$ cat config.mk
export PLATFORM = sky130hd
export DESIGN_NAME = clock_phase_measurement
export DESIGN_NICKNAME = d
export VERILOG_FILES = /design/src/pkg/phase_meas_pkg.sv /design/src/design/clock_phase_measurement.sv
export SDC_FILE = /design/constraint.sdc
export NUM_CORES = 1
export LEC_CHECK = 0
export CAP_MARGIN = 5
export CORE_UTILIZATION = 45
export CTS_CLUSTER_DIAMETER = 150
export CTS_CLUSTER_SIZE = 24
export DETAILED_ROUTE_END_ITERATION = 10
export DONT_BUFFER_PORTS = 1
export SLEW_MARGIN = 20
export SYNTH_ARGS = -nofsm -noshare
export SYNTH_HDL_FRONTEND = slang
export SYNTH_SLANG_ARGS = --single-unit
$ cat constraint.sdc
create_clock -name REF_CLK_I -period 1.9 [get_ports REF_CLK_I]
set_clock_uncertainty 0.1 [all_clocks]
set_input_delay 0.19 -clock REF_CLK_I [delete_from_list [all_inputs] [get_ports REF_CLK_I]]
set_output_delay 0.19 -clock REF_CLK_I [all_outputs]
set_load 0.02 [all_outputs]
$ cat src/pkg/phase_meas_pkg.sv
// Constants for the clock phase measurement block: register map, fields, timing.
// Assumes a single 40 MHz system clock and an APB master with 32-bit data.
package phase_meas_pkg;
  // System clock rate in MHz.
  localparam int CLK_MHZ = 40;
  // Longest converter conversion time, and the derived cycle bound (rounded down).
  localparam int CONV_MAX_NS = 20000;
  localparam int CONV_MAX_CYC = CONV_MAX_NS * CLK_MHZ / 1000;
  // Selector test counter step time, and the derived cycle count.
  localparam int TEST_STEP_NS = 1000000;
  localparam int TEST_STEP_CYC = TEST_STEP_NS / 1000 * CLK_MHZ;
  // Serial clock half period in system cycles.
  localparam int SCLK_HALF_CYC = 2;
  // Register byte offsets.
  localparam logic [7:0] CTRL_OFS = 8'h00;
  localparam logic [7:0] SELECT_OFS = 8'h04;
  localparam logic [7:0] STATUS_OFS = 8'h08;
  localparam logic [7:0] RESULT_OFS = 8'h0c;
  // Control register fields.
  localparam int TRIG_BIT = 0;
  // Select register fields.
  localparam int REF_IDX_LSB = 0;
  localparam int REF_SRC_LSB = 4;
  localparam int VAR_IDX_LSB = 8;
  localparam int VAR_SRC_LSB = 12;
  // Status register fields.
  localparam int READY_BIT = 0;
  localparam int BUSY_BIT = 1;
  // Reset values.
  localparam logic [13:0] SELECT_RST = 14'h0000;
  // Reference sources: module clock, local true, local inverted, local delayed.
  localparam logic [1:0] REF_MODULE = 2'h0;
  localparam logic [1:0] REF_LOCAL = 2'h1;
  localparam logic [1:0] REF_LOCAL_INV = 2'h2;
  localparam logic [1:0] REF_LOCAL_DLY = 2'h3;
  // Variable sources: module clock, or one of three fibre clocks (1..3).
  localparam logic [1:0] VAR_MODULE = 2'h0;
  // Selector test settings.
  localparam logic [1:0] SELTEST_NORMAL = 2'h0;
  localparam logic [1:0] SELTEST_COUNT = 2'h1;
  localparam logic [1:0] SELTEST_ZERO = 2'h2;
  localparam logic [1:0] SELTEST_ZERO_ONE = 2'h3;
  // Converter sequencer states.
  typedef enum logic [2:0] {ST_IDLE, ST_START, ST_CONVERT, ST_READ, ST_DONE} conv_state_t;
endpackage

$ cat src/design/clock_phase_measurement.sv
// Clock selection, phase detector and serial converter sequencer with an APB slave.
// Assumes all pins synchronous to REF_CLK_I; clock inputs are sampled as data.
//
// What this block does
// RULE1 - Reference picks one of sixteen module clocks or local clock, true/inverted/delayed.
// RULE2 - Variable picks one of sixteen module clocks or one of three fibre clocks.
// RULE3 - Sixteen-way pick is four 4:1 selectors then a source selector.
// RULE4 - Phase detector divides clock by four before the exclusive-or compare.
// RULE5 - The other clock path is resampled by the opposite clock, not divided.
// RULE6 - Resampling uses the opposite edge to the divider's edge.
// RULE7 - In-phase clocks give quadrature exclusive-or inputs, so no dead zone. Here in-phase inputs sit an eighth of the divided period apart.
// RULE8 - Reading wraps where reference rise meets variable fall.
// RULE9 - Conversion result carries at least ten bits.
// RULE10 - Converter is serial; controller allows up to 20 us conversion time.
// RULE11 - Bus logic sequences converter and assembles serial bits into a word.
// RULE12 - Software starts a conversion by writing one to the trigger bit.
// RULE13 - After the conversion the ready flag rises and the result is readable.
// RULE14 - Trigger bit clears itself during conversion so another command is accepted.
// RULE15 - Ready flag stays low while a conversion runs.
// RULE16 - Continuous converter test mode repeats conversions without software triggers.
// RULE17 - Selector test mode drives both selections from a six-bit millisecond counter.
// RULE18 - A trigger written during a running conversion is ignored.
// RULE19 - Result is right-aligned with zeros above.
//
// Design decisions made here: the APB slave port and the register offsets.
module clock_phase_measurement #(
  parameter int RES_BITS = 10,
  parameter int TEST_STEP = phase_meas_pkg::TEST_STEP_CYC
) (
  // Clock and reset.
  input wire logic REF_CLK_I,
  input wire logic SYS_RST_I,
  // APB slave.
  input wire logic PSEL_I,
  input wire logic PENABLE_I,
  input wire logic PWRITE_I,
  input wire logic [7:0] PADDR_I,
  input wire logic [31:0] PWDATA_I,
  output logic [31:0] PRDATA_O,
  output logic PREADY_O,
  output logic PSLVERR_O,
  // Clock inputs to compare.
  input wire logic [15:0] MOD_CLK_I,
  input wire logic LOCAL_CLK_I,
  input wire logic LOCAL_DLY_CLK_I,
  input wire logic [2:0] FIBRE_CLK_I,
  // Test settings from jumpers.
  input wire logic [1:0] SEL_TEST_I,
  input wire logic CONV_TEST_I,
  // Phase detector and selected clocks.
  output logic PD_PULSE_O,
  output logic REF_SEL_O,
  output logic VAR_SEL_O,
  output logic FIBRE_TX_EN_O,
  // Serial converter.
  output logic ADC_CONV_O,
  output logic ADC_CS_N_O,
  output logic ADC_SCLK_O,
  input wire logic ADC_BUSY_I,
  input wire logic ADC_SDO_I
);
  import phase_meas_pkg::*;

  // Four-to-one selector, used by every first-level bank and the source stage.
  function automatic logic pick4(input logic [3:0] d, input logic [1:0] s);
    pick4 = d[s];
  endfunction

  logic [13:0] select_r;
  logic trig_r;
  logic ready_r;
  logic [RES_BITS-1:0] result_r;
  logic [RES_BITS-1:0] shift_r;
  conv_state_t state_r;
  logic [5:0] test_cnt_r;
  logic [$clog2(TEST_STEP+1)-1:0] step_r;
  logic [$clog2(CONV_MAX_CYC+1)-1:0] wait_r;
  logic [$clog2(RES_BITS+1)-1:0] bit_r;
  logic [$clog2(SCLK_HALF_CYC+1)-1:0] sdiv_r;
  logic wr_go;
  logic rd_go;
  logic [3:0] ref_idx;
  logic [1:0] ref_src;
  logic [3:0] var_idx;
  logic [1:0] var_src;
  logic [3:0] ref_bank;
  logic [3:0] var_bank;
  logic ref_mux;
  logic var_mux;
  logic ref_prev_r;
  logic var_prev_r;
  logic [1:0] div_r;
  logic resamp_r;
  logic sclk_en;

  // A write takes effect at the edge where the master sees pready; a read takes effect one edge earlier, as pready rises.
  assign wr_go = PSEL_I && PENABLE_I && PREADY_O && PWRITE_I;
  assign rd_go = PSEL_I && PENABLE_I && !PREADY_O && !PWRITE_I;

  // Registered pready gives exactly one wait state and a clean registered answer.
  always_ff @(posedge REF_CLK_I) begin
    if (SYS_RST_I) begin
      PREADY_O <= 1'b0;
      PSLVERR_O <= 1'b0;
    end else begin
      PREADY_O <= PSEL_I && PENABLE_I && !PREADY_O;
      PSLVERR_O <= PSEL_I && PENABLE_I && !PREADY_O &&
                   !(PADDR_I inside {CTRL_OFS, SELECT_OFS, STATUS_OFS, RESULT_OFS});
    end
  end

  // Read data is latched while pready rises; unmapped addresses read zero.
  always_ff @(posedge REF_CLK_I) begin
    if (SYS_RST_I) begin
      PRDATA_O <= 32'h0000_0000;
    end else if (rd_go) begin
      unique case (PADDR_I)
        CTRL_OFS: PRDATA_O <= {31'h0000_0000, trig_r};
        SELECT_OFS: PRDATA_O <= {18'h0_0000, select_r};
        STATUS_OFS: PRDATA_O <= {30'h0000_0000, state_r != ST_IDLE, ready_r};
        RESULT_OFS: PRDATA_O <= 32'(result_r); // RULE19
        default: PRDATA_O <= 32'h0000_0000;
      endcase
    end
  end

  // Clock selection settings written by software.
  always_ff @(posedge REF_CLK_I) begin
    if (SYS_RST_I) begin
      select_r <= SELECT_RST;
    end else if (wr_go && PADDR_I == SELECT_OFS) begin
      select_r <= PWDATA_I[13:0];
    end
  end

  // Selector test counter; one step per millisecond when counting is selected.
  always_ff @(posedge REF_CLK_I) begin
    if (SYS_RST_I || SEL_TEST_I != SELTEST_COUNT) begin
      step_r <= '0;
      test_cnt_r <= 6'h00;
    end else if (step_r == $bits(step_r)'(TEST_STEP - 1)) begin
      step_r <= '0;
      test_cnt_r <= test_cnt_r + 6'h01; // RULE17
    end else begin
      step_r <= step_r + 1'b1;
    end
  end

  // Selection addresses: software, counter or fixed test settings.
  always_comb begin
    ref_idx = select_r[REF_IDX_LSB +: 4];
    ref_src = select_r[REF_SRC_LSB +: 2];
    var_idx = select_r[VAR_IDX_LSB +: 4];
    var_src = select_r[VAR_SRC_LSB +: 2];
    unique case (SEL_TEST_I)
      SELTEST_COUNT: begin
        ref_idx = test_cnt_r[3:0]; // RULE17
        ref_src = test_cnt_r[5:4];
        var_idx = test_cnt_r[3:0];
        var_src = test_cnt_r[5:4];
      end
      SELTEST_ZERO: begin
        ref_idx = 4'h0;
        ref_src = REF_MODULE;
        var_idx = 4'h0;
        var_src = VAR_MODULE;
      end
      SELTEST_ZERO_ONE: begin
        ref_idx = 4'h0;
        ref_src = REF_MODULE;
        var_idx = 4'h1;
        var_src = VAR_MODULE;
      end
      default: begin
      end
    endcase
  end

  // First level: four banks of 4:1 selectors on each path.
  for (genvar b = 0; b < 4; b++) begin : g_bank
    assign ref_bank[b] = pick4(MOD_CLK_I[4*b +: 4], ref_idx[1:0]); // RULE3
    assign var_bank[b] = pick4(MOD_CLK_I[4*b +: 4], var_idx[1:0]); // RULE3
  end

  // Second level picks a bank, then the source stage picks module or other clocks.
  always_comb begin
    ref_mux = pick4(ref_bank, ref_idx[3:2]);
    var_mux = pick4(var_bank, var_idx[3:2]);
    if (ref_src != REF_MODULE) begin
      ref_mux = pick4({LOCAL_DLY_CLK_I, !LOCAL_CLK_I, LOCAL_CLK_I, 1'b0}, ref_src); // RULE1
    end
    if (var_src != VAR_MODULE) begin
      var_mux = pick4({FIBRE_CLK_I, 1'b0}, var_src); // RULE2
    end
  end

  // Selected clocks are registered before use so the detector sees clean samples.
  always_ff @(posedge REF_CLK_I) begin
    if (SYS_RST_I) begin
      REF_SEL_O <= 1'b0;
      VAR_SEL_O <= 1'b0;
      ref_prev_r <= 1'b0;
      var_prev_r <= 1'b0;
      FIBRE_TX_EN_O <= 1'b0;
    end else begin
      REF_SEL_O <= ref_mux;
      VAR_SEL_O <= var_mux;
      ref_prev_r <= REF_SEL_O;
      var_prev_r <= VAR_SEL_O;
      FIBRE_TX_EN_O <= SEL_TEST_I == SELTEST_COUNT;
    end
  end

  // Divider counts reference rising edges; resampler catches it on variable falls.
  // The opposite edge keeps the resampler away from the divider's own transition.
  always_ff @(posedge REF_CLK_I) begin
    if (SYS_RST_I) begin
      div_r <= 2'h0;
      resamp_r <= 1'b0;
      PD_PULSE_O <= 1'b0;
    end else begin
      if (REF_SEL_O && !ref_prev_r) begin
        div_r <= div_r + 2'h1; // RULE4
      end
      if (!VAR_SEL_O && var_prev_r) begin
        resamp_r <= div_r[1]; // RULE5 RULE6
      end
      // Inputs sit an eighth of the divided period apart when in phase; wrap is where a reference rise
      // meets a variable fall, as the resampler then flips its captured value.
      PD_PULSE_O <= div_r[1] ^ resamp_r; // RULE7 RULE8
    end
  end

  // Serial clock enable, running only during readout.
  assign sclk_en = sdiv_r == $bits(sdiv_r)'(SCLK_HALF_CYC - 1);

  // Trigger bit: accepted only while idle, cleared by the sequencer once started.
  always_ff @(posedge REF_CLK_I) begin
    if (SYS_RST_I) begin
      trig_r <= 1'b0;
    end else if (wr_go && PADDR_I == CTRL_OFS && PWDATA_I[TRIG_BIT] && state_r == ST_IDLE) begin
      trig_r <= 1'b1; // RULE12 RULE18
    end else if (state_r == ST_START) begin
      trig_r <= 1'b0; // RULE14
    end
  end

  // Converter sequencer: start pulse, wait for conversion, shift bits, publish.
  always_ff @(posedge REF_CLK_I) begin
    if (SYS_RST_I) begin
      state_r <= ST_IDLE;
      ready_r <= 1'b0;
      result_r <= '0;
      shift_r <= '0;
      wait_r <= '0;
      bit_r <= '0;
      sdiv_r <= '0;
      ADC_CONV_O <= 1'b0;
      ADC_CS_N_O <= 1'b1;
      ADC_SCLK_O <= 1'b0;
    end else begin
      unique case (state_r)
        ST_IDLE: begin
          if (trig_r || CONV_TEST_I) begin
            state_r <= ST_START; // RULE16
            ready_r <= 1'b0; // RULE15
            ADC_CONV_O <= 1'b1;
          end
        end
        ST_START: begin
          ADC_CONV_O <= 1'b0;
          wait_r <= '0;
          state_r <= ST_CONVERT;
        end
        ST_CONVERT: begin
          // Leave on the converter's done indication, or at the longest time.
          wait_r <= wait_r + 1'b1;
          if (!ADC_BUSY_I || wait_r == $bits(wait_r)'(CONV_MAX_CYC - 1)) begin
            state_r <= ST_READ; // RULE10
            ADC_CS_N_O <= 1'b0;
            bit_r <= '0;
            sdiv_r <= '0;
          end
        end
        ST_READ: begin
          sdiv_r <= sclk_en ? '0 : sdiv_r + 1'b1;
          if (sclk_en) begin
            ADC_SCLK_O <= !ADC_SCLK_O;
            // Data is taken on the rising serial edge, most significant bit first.
            if (!ADC_SCLK_O) begin
              shift_r <= {shift_r[RES_BITS-2:0], ADC_SDO_I}; // RULE11 RULE9
              bit_r <= bit_r + 1'b1;
            end else if (bit_r == $bits(bit_r)'(RES_BITS)) begin
              state_r <= ST_DONE;
              ADC_CS_N_O <= 1'b1;
            end
          end
        end
        ST_DONE: begin
          result_r <= shift_r; // RULE11
          ready_r <= 1'b1; // RULE13
          state_r <= ST_IDLE;
        end
      endcase
    end
  end
endmodule

Word level (Yosys, flattened, before mapping)

Index checks and enable logic that the tools add are counted.

Bits in registers: 123
Word-level logic and storage cells: 160
Input bits: 71
Output and inout port bits: 41

Muxes and demuxes: 56
Add/subtract/negate cells: 6
Eq/ne operators: 21
Reduce and logical (&&, ||, !) cells: 44
Magnitude comparators: 6
Bitwise logic cells: 2

Operators by type and width:

| kind                    | count |
|---|---|
| $pmux W14 S4            | 1 |
| $bmux W1 S2             | 12 |
| $mux W1                 | 22 |
| $pmux W10 S2            | 1 |
| $lt A2 B3 Y1 const B    | 6 |
| $add A16 B1 Y16 const B | 1 |
| $eq A16 B16 Y1 const B  | 1 |
| $eq A8 B4 Y1 const B    | 2 |
| $pmux W4 S2             | 2 |
| $mux W3                 | 5 |
| $pmux W3 S5             | 1 |
| $reduce_bool A2 Y1      | 7 |
| $logic_and A1 B1 Y1     | 12 |
| $mux W4                 | 3 |
| $pmux W2 S2             | 3 |
| $pmux W4 S3             | 1 |
| $add A10 B1 Y10 const B | 1 |
| $eq A10 B10 Y1 const B  | 1 |
| $ne A2 B2 Y1 const B    | 5 |
| $reduce_and A5 Y1       | 2 |
| $eq A8 B3 Y1 const B    | 1 |
| $logic_not A1 Y1        | 8 |
| $logic_not A8 Y1        | 1 |
| $reduce_and A2 Y1       | 4 |
| other kinds (21)        | 32 |

Longest topological paths before layout

Gate-level depths: netlist of run 1.

Word-level depth: 8
Mapped depth: 9

Worst setup path after synthesis of run 1

No wires, ideal clock.

Kind: reg-to-reg
From: register test_cnt_r[0]
To: register VAR_SEL_O
Arrival: 1.615 ns
Stages on the path, launching flop included: 7
Library setup time: 0.117 ns
Setup slack: 0.069 ns
Clock period less this slack: 1.831 ns
Path through: dfxtp_1 buf_2 mux2i_1 mux4_2 nor3_1 nor4_1 a22o_1

Longest elaborated chain between the ends: 6
Elaborated cells between the ends (all ways): 12
Classes of those cells: 12 x mux

Ends and longest elaborated chain:

| what                              | line                           | RTL |
|---|---|---|
| start, declared                   | clock_phase_measurement.sv:75  | `logic [5:0] test_cnt_r;` |
| start signal, assigned            | clock_phase_measurement.sv:143 | `test_cnt_r <= test_cnt_r + 6'h01;` |
| $pmux W4 S3 (*)                   | clock_phase_measurement.sv:155 | `unique case (SEL_TEST_I)` |
| $bmux W1 S2                       | clock_phase_measurement.sv:66  | `pick4 = d[s];` |
| $mux W1 (implied by the code)     | clock_phase_measurement.sv:66  |  |
| $bmux W1 S2 (*)                   | clock_phase_measurement.sv:66  |  |
| $mux W1 (implied by the code) (*) | clock_phase_measurement.sv:66  |  |
| $mux W1 (*)                       | clock_phase_measurement.sv:192 | `if (var_src != VAR_MODULE) begin` |
| end signal, assigned              | clock_phase_measurement.sv:207 | `VAR_SEL_O <= var_mux;` |
| end, declared                     | clock_phase_measurement.sv:53  | `output logic VAR_SEL_O,` |

Mark *: on every way between the ends. The rest lies on a longest branch, timed or not. The select of a mux whose other input is x is not followed.
A chain may end at the register's enable or synchronous reset.

Final worst setup path of run 1

From: register wait_r[4]
To: register bit_r[2]

Longest elaborated chain between the ends: 4

Ends and longest elaborated chain:

| what                        | line                           | RTL |
|---|---|---|
| start, declared             | clock_phase_measurement.sv:77  | `logic [$clog2(CONV_MAX_CYC+1)-1:0] wait_r;` |
| start signal, assigned      | clock_phase_measurement.sv:277 | `wait_r <= wait_r + 1'b1;` |
| $eq A10 B10 Y1              | clock_phase_measurement.sv:278 | `if (!ADC_BUSY_I \|\| wait_r == $bits(wait_r)'(CONV_MAX_CYC - 1)) begin` |
| $logic_or A1 B1 Y1          | clock_phase_measurement.sv:278 |  |
| $ne A2 B2 Y1 (no line)      | --                             |  |
| $reduce_and A4 Y1 (no line) | --                             |  |
| end signal, assigned        | clock_phase_measurement.sv:292 | `bit_r <= bit_r + 1'b1;` |
| end, declared               | clock_phase_measurement.sv:78  | `logic [$clog2(RES_BITS+1)-1:0] bit_r;` |

No other way between the ends.

==> impl_results.md, run 1 <==
* Clock period minus worst slack at approximately 1.8 ns
* Worst reg2reg endpoint: bit_r[2]
* Top_reg_cell synth: dfxtp_1
* R2r startpoint: wait_r[4]
* Port Buf Inserts at 0
* Initial drt markers at 233
* H-tree levels at 3
* WL per Instance at 14.8 microns
* Worst-path maximum fanout at 6
* Post-layout instance area at 5850 sq um
* Critical Path RT at 2.07 ns
* EDFF count, synth at 0
* Root Buffer: clkbuf_16
* CP Launch Type: register
* Hold WC Path Type: input port to register
* Post-DP HPWL at between 7000 and 8000 microns
* Hold Fails Final Rpt at 0
* Initial antenna violation count at 0
* Vias/cell at 5.36
* Leakage power at 2.07 nW
* Max Slew Vio Count at 0
* # DRC at 0
* Detail Route Antenna Nets at 0
* DR pass1 iterations at 5
* Max-cap violations at 0
* Power Density at 785 nW/um^2
* Flops & latches, synth at about 110
* Crit path cell chain: nand4b_1 -> o41ai_4 -> and2_4 -> o211ai_1 -> xor2_1 -> nor3_1
* Sequential-to-total area share from yosys stat at 41.3%
* NumNets Final at 700
* FF-to-FF path depth at 6
* Vert. Die Dim at 108 microns
* Starting Density at 46.6%
* Gr usage total at 20.0%
* Hold Path Origin: PWDATA_I[0]
* IO Pins at 112
* CTS tree: done
* Post-Route WL at 11300 microns
* Core area at around 11000 sq um
* Synth warnings at 0
* First-pass GRT wire length at 18300 microns
* Mapped Area at 5090 sq um
* Ys async rst share at 0%
* Critical Path AT at 1.97 ns
* Layout cells sized above 1 at 12.2%
* Yosys cell types at between 60 and 70
* CTS Buf Count at 9
* Worst-Skew Late Latency at ~0.35 ns
* Clock sink count at 105
* GRT overflow at 0
* Max VDD drop at 714 uV
* Crit-path max cell delay at 0.42 ns
* Achievable Freq at 557 MHz
* Hold Path End: trig_r
* CTS Buffer Depth at 2
* Clock-pin slew on the worst setup and hold paths at 0.07 ns
* P&R area growth vs syn at 14.8%
* Setup TNS at 0 ns
* Vias in the first global route at between 3000 and 4000
* Tcrit/Tclk final at 94.4%
* Placed inst area at 5220 sq um
* Setup violators final at 0
* Slowest cell on crit path: dfxtp_1
* Syn Inst Count at 600
* N_diodes at 0
* Synth Area per Inst at 8.49 sq um
* CP endpoint kind: register
* Largest net degree at the start of global routing at 79
* Die X at 108 microns
* Die area at 11700 sq um
* Setup slack, reg-to-reg at 0.11 ns
* Hold Path Depth at 4
* Vias post-DR at 4124
* Cell Rows at 38
* Setup Crit Path Kind: register to register
* RSZ-0062 raised after global routing: true
* Status: complete, no violations
* Gpl congestion at 0.817
-- how the worst max path moves through the flow --
stage | start | to | slack, ns | cells past startpoint
finish | wait_r[4] | bit_r[2] | 0.11 | 6
global route | wait_r[1] | bit_r[0] | -0.03 | 7
CTS | wait_r[0] | bit_r[3] | 0.004 | 7
detailed placement | wait_r[0] | bit_r[3] | -0.06 | 7
global placement | wait_r[0] | bit_r[3] | -0.01 | 7
floorplan | test_cnt_r[0] | VAR_SEL_O | 0.07 | 6
-- cells in the final DEF (no fill, tap or decap), types with 5 or more instances in the layout --
master,instances
inv_1,11
nor2_1,95
mux2_2,12
nor2b_1,8
xor2_1,12
mux2i_1,30
clkbuf_16,9
nand2b_1,5
a22oi_1,15
nand3_1,15
nand2_1,68
and3_1,6
xnor2_1,12
buf_4,22
o21ai_0,12
a21oi_1,38
and2_1,5
dfxtp_1,102
nor3_1,21
conb_1,18
dlygate4sd3_1,23
-- timing repair --
action / 4_1_cts / 5_1_grt
hold buffers: 24 / 0
resized for setup: 2 / 11
buffers inserted: 0 / 0
endpoints found under the hold margin: 82 / 0
pin swaps: 0 / 2
setup endpoints to repair: 4 / 20
-- cell type report --
type                    instances  area, sq um
fillers                      1036         5090
multi-input cells             450         2750
flip-flops and latches        105         2110
repair buffers                 47          443
clock buffers                  11          243
well taps                     140          175
clock inverters                 5         85.1
inverters                      11         41.3
-- sequential cells by signal (all words and copies together), names as in the netlist, 2 cells and up --
signal	cells
step_r	16
PRDATA_O	14
select_r	14
result_r	10
shift_r	10
wait_r	10
test_cnt_r	6
bit_r	4
state_r	3
div_r	2
sdiv_r	2
-- power by group --
| group | switching [W] | internal [W] |
|---|---|---|
| combinational | 0.000167 | 0.000140 |
| sequential | 0.0000355 | 0.00223 |
| clock | 0.000819 | 0.00120 |
-- metrics by stage --
| stage | hold slack, ns | instances | worst slack [ns] | utilization [%] | total power [W] |
|---|---|---|---|---|---|
| 6_report | 0.0209 | 769 | 0.106 | 53.5 | 0.00459 |
| 5_1_grt | 0.0375 | 769 | -0.0315 | 53.5 | 0.00477 |
| 4_1_cts | 0.0123 | 769 | 0.00434 | 53.1 | 0.00464 |
| 3_5_place_dp | 0.180 | 729 | -0.0571 | 47.7 | 0.00254 |
| 3_3_place_gp | 0.180 | 729 | -0.0139 | 47.7 | 0.00254 |
| 2_1_floorplan | 0.226 | 617 | 0.0687 | - | 0.00257 |
-- critical path, delay by kind of cell (launching register included) --
family,cells,cell delay [ns]
DFF,1,0.42
AOI/OAI and AO/OA,2,0.49
xor gates and xnor gates,1,0.16
and+or+nand+nor,3,0.56
-- kinds of logic (layout without fill, tap and decap cells) --
logic type | after synthesis | after routing | synth area share (%)
mux | 47 | 47 | 10.3
xor+xnor | 24 | 24 | 4.13
other cells | 1 | 18 | 0.0737
flops | 105 | 105 | 41.3
simple gates | 262 | 262 | 24.6
buf+inv | 62 | 74 | 6.61
compound gates | 94 | 94 | 11.8
fa+ha+maj | 5 | 5 | 1.23
-- layer usage --
layer | track usage, % | wire length [microns]
met1 | 26.4 | 5310
met2 | 30.1 | 4950
met3 | 7.17 | 880
met4 | 7.05 | 208
met5 | 0 | 0
-- cells in the mapped netlist, drive strengths merged, types with 2 or more instances --
| cell type | instances | area, sq um |
|---|---|---|
| o21ai | 13 | 65.1 |
| o21a | 3 | 22.5 |
| nand4b | 2 | 17.5 |
| nor2b | 8 | 50.1 |
| nor2 | 96 | 363 |
| o211a | 2 | 20.0 |
| ha | 5 | 62.6 |
| a21oi | 40 | 208 |
| nand3b | 4 | 30.0 |
| nand2 | 69 | 262 |
| inv | 11 | 41.3 |
| nand3 | 16 | 80.1 |
| a22oi | 15 | 113 |
| buf | 34 | 231 |
| mux2i | 31 | 310 |
| and4 | 3 | 26.3 |
| and2 | 6 | 37.5 |
| o211ai | 2 | 15.0 |
| xnor2 | 12 | 105 |
| nor4 | 6 | 58.8 |
| mux2 | 13 | 146 |
| nand4 | 3 | 18.8 |
| xor2 | 12 | 105 |
| nor3 | 22 | 115 |
| mux4 | 3 | 67.6 |
| a211oi | 2 | 15.0 |
| dfxtp | 105 | 2100 |
| and3 | 7 | 43.8 |
| or2 | 2 | 12.5 |
| clkbuf | 17 | 63.8 |
| or3 | 3 | 18.8 |
| nand2b | 6 | 37.5 |
| a31oi | 3 | 18.8 |
| o22ai | 2 | 12.5 |
| nor3b | 3 | 27.5 |
| or3b | 3 | 26.3 |
| a22o | 2 | 17.5 |
(Power assumes the default switching activity.)
==> run 2, diff against run 1 <==
==> constraint.sdc (replaced) <==
create_clock -name REF_CLK_I -period 2.1 [get_ports REF_CLK_I]
set_clock_uncertainty 0.1 [all_clocks]
set_input_delay 0.21 -clock REF_CLK_I [delete_from_list [all_inputs] [get_ports REF_CLK_I]]
set_output_delay 0.21 -clock REF_CLK_I [all_outputs]
set_load 0.02 [all_outputs]
==> run 2 against run 1 <==
  * Via count is 2.1% lower
  * Largest cell class unchanged
  * First-iteration DRC count is 13% lower
  * Die area stayed put
  * Power is 8.1% lower
  * Core utilization is 1.3 points lower
  * Global-route usage hardly changed
  * Final area is 2.5% lower
  * Critical endpoint is now VAR_SEL_O
  * Register-to-register slack better by 0.05 ns
  * Critical path depth is 1 lower
  * Clock-buffer cell count is 1 lower
  * Maximum frequency is 7.9% lower
  * Flip-flop and latch count stayed put
==> impl_results.md, run 2 (same netlist as run 1, synthesis figures left out) <==
* CP Launch Type: register (unchanged)
* Clock-pin slew on the worst setup and hold paths at 0.07 ns (about the same)
* Setup TNS at 0 ns (unchanged)
* Cell Rows at 38 (unchanged)
* Layout cells sized above 1 at 8.96% (was 12.2%)
* Commonest non-fill, non-tap cell in the layout: dfxtp_1 (unchanged)
* Core area at 10900 sq um (unchanged)
* Vias in the first global route at 3909 (was 3804)
* Worst-Skew Late Latency at 0.34 ns (was 0.35 ns)
* P&R area growth vs syn at 12.0% (was 14.8%)
* CTS Buffer Depth at 2 (unchanged)
* Initial antenna violation count at 0 (unchanged)
* Starting Density at 46.6% (unchanged)
* Crit-path max cell delay at 0.56 ns (was 0.42 ns)
* IO Pins at 112 (unchanged)
* Port Buf Inserts at 0 (unchanged)
* Clock sink count at 105 (unchanged)
* Leakage power at 2.00 nW (was 2.07 nW)
* Net Switching at 0.000921 W (was 0.00102 W)
* GRT overflow at 0 (unchanged)
* Sequential power share at 48.7% (was 49.3%)
* Max-cap violations at 0 (unchanged)
* CTS Buf Count at 9 (unchanged)
* Worst Setup SP: test_cnt_r[0] (was wait_r[4])
* Initial drt markers at 203 (was 233)
* Post-DP HPWL at 7970 microns (about the same)
* Tcrit/Tclk final at 92.8% (was 94.4%)
* Critical Path AT at 2.08 ns (was 1.97 ns)
* Pint at 0.00330 W (was 0.00357 W)
* Worst-path maximum fanout at 9 (was 6)
* R2r startpoint: test_cnt_r[0] (was wait_r[4])
* H-tree levels at 3 (unchanged)
* NumNets Final at 685 (was 700)
* Max Slew Vio Count at 0 (unchanged)
* Gpl congestion at 0.800 (was 0.817)
* Slowest cell on crit path: mux4_2 (was dfxtp_1)
* Setup violators final at 0 (unchanged)
* Die X at 108 microns (unchanged)
* Vias/cell at 5.35 (was 5.36)
* Critical Path RT at 2.23 ns (was 2.07 ns)
* Clock period minus worst slack at 1.95 ns (was 1.79 ns)
* Detail Route Antenna Nets at 0 (unchanged)
* Vias post-DR at 4036 (was 4124)
* Largest net degree at the start of global routing at 81 (was 79)
* Max reg flops at 16 (unchanged)
* Switching part of the total at 21.8% (was 22.3%)
* Most frequent cells in the layout: dfxtp_1 (105), nor2_1 (95), nand2_1 (68) (was dfxtp_1 (102), nor2_1 (95), nand2_1 (68))
* Setup Crit Path Kind: register to register (unchanged)
* Hold WC Path Type: input port to register (unchanged)
* Gr usage total at 20.0% (about the same)
* Vert. Die Dim at 108 microns (unchanged)
* Logic pwr share at 5.9% (was 6.7%)
* Root Buffer: clkbuf_16 (unchanged)
* Crit path cell chain: mux2i_1 -> mux4_2 -> nor3_1 -> nor4_1 -> a22o_1 (was nand4b_1 -> o41ai_4 -> and2_4 -> o211ai_1 -> xor2_1 -> nor3_1)
* Post-Route WL at 11100 microns (was 11300 microns)
* # DRC at 0 (unchanged)
* CP endpoint kind: register (unchanged)
* RSZ-0062 raised after global routing: false (was true)
* Worst path top cell family by delay: multiplexers (was simple AND/OR/NAND/NOR gates)
* Max VDD drop at 586 uV (was 714 uV)
* Hold Path Origin: ADC_BUSY_I (was PWDATA_I[0])
* Status: complete, no violations (unchanged)
* Hold Worst Slack at 0.0365 ns (was 0.0209 ns)
* Die area at 11700 sq um (unchanged)
* N_diodes at 0 (unchanged)
* WL per Instance at 14.8 microns (about the same)
* Power, Total at 0.00422 W (was 0.00459 W)
* Clock Power Share at 45.4% (was 44.0%)
* Achievable Freq at 513 MHz (was 557 MHz)
* DR pass1 iterations at 4 (was 5)
* WP buf/inv at 0 (unchanged)
* First-pass GRT wire length at 18400 microns (was 18300 microns)
* Regs by FF count: step_r x16, PRDATA_O x14, select_r x14 (unchanged)
* CTS tree: done (unchanged)
* Top reg by flops: step_r (unchanged)
* Power Density at 740 nW/um^2 (was 785 nW/um^2)
* Hold Fails Final Rpt at 0 (unchanged)
[run 2: cell count changes in the layout (fill, tap and decap cells not counted), sizes merged]
cell         delta
buf            -12
clkbuf          -1
bufinv          +1
dlygate4sd3     -3
clkinvlp        -1
clkinv          +1
[run 2: metrics by stage]
step                instance area [sq um]  setup slack (ns)  utilization [%]  std cells
finish                               5700             0.151             52.1        754
global route                         5700            0.0225             52.1        754
global placement                     5130             0.179             46.9        717
floorplan                            5150             0.269                -        617
detailed placement                   5130             0.123             46.9        717
CTS                                  5700             0.100             52.1        754
[run 2: worst paths after layout]
check	to	cells after the start	slack, ns
setup reg to reg	VAR_SEL_O	5	0.15
hold / removal	state_r[0]	3	0.04
hold reg to reg	result_r[2]	2	0.35
setup / recovery	VAR_SEL_O	5	0.15
[run 2: cell type report]
cell class                 instances  area, sq um
fill                            1065         5230
clock inverter                     6          113
inverter                          11         41.3
timing repair buffer              32          323
clock buffer                      10          229
multi-input combinational        450         2720
tap                              140          175
sequential                       105         2100
[run 2: routing by layer]
layer	vias up	part of all wire, %	track usage, %
met2	98	45	32.0
met3	8	7.7	7.53
met5	-	0	0
li1	2048	-	-
met1	1882	46	25.3
met4	0	0.85	5.31
[run 2: worst min-delay path, stage by stage]
cell     delay, ns
o41ai_2       0.06
nor2_1        0.10
nor3_1        0.06
[run 2: power by group through the flow]
stage	clock network [W]	registers (W)	logic, W
finish	0.00191	0.00205	0.000251
global route	0.00205	0.00206	0.000278
floorplan	0	0.00209	0.000238
detailed placement	0	0.00210	0.000186
global placement	0	0.00210	0.000182
CTS	0.00197	0.00205	0.000248
[run 2: timing repair]
action | 4_1_cts | 5_1_grt
hold buffers | 21 | 0
gates resized for setup | 0 | 2
hold endpoints to repair | 82 | 0
buffers inserted | 0 | 0
setup endpoints to repair | 0 | 4
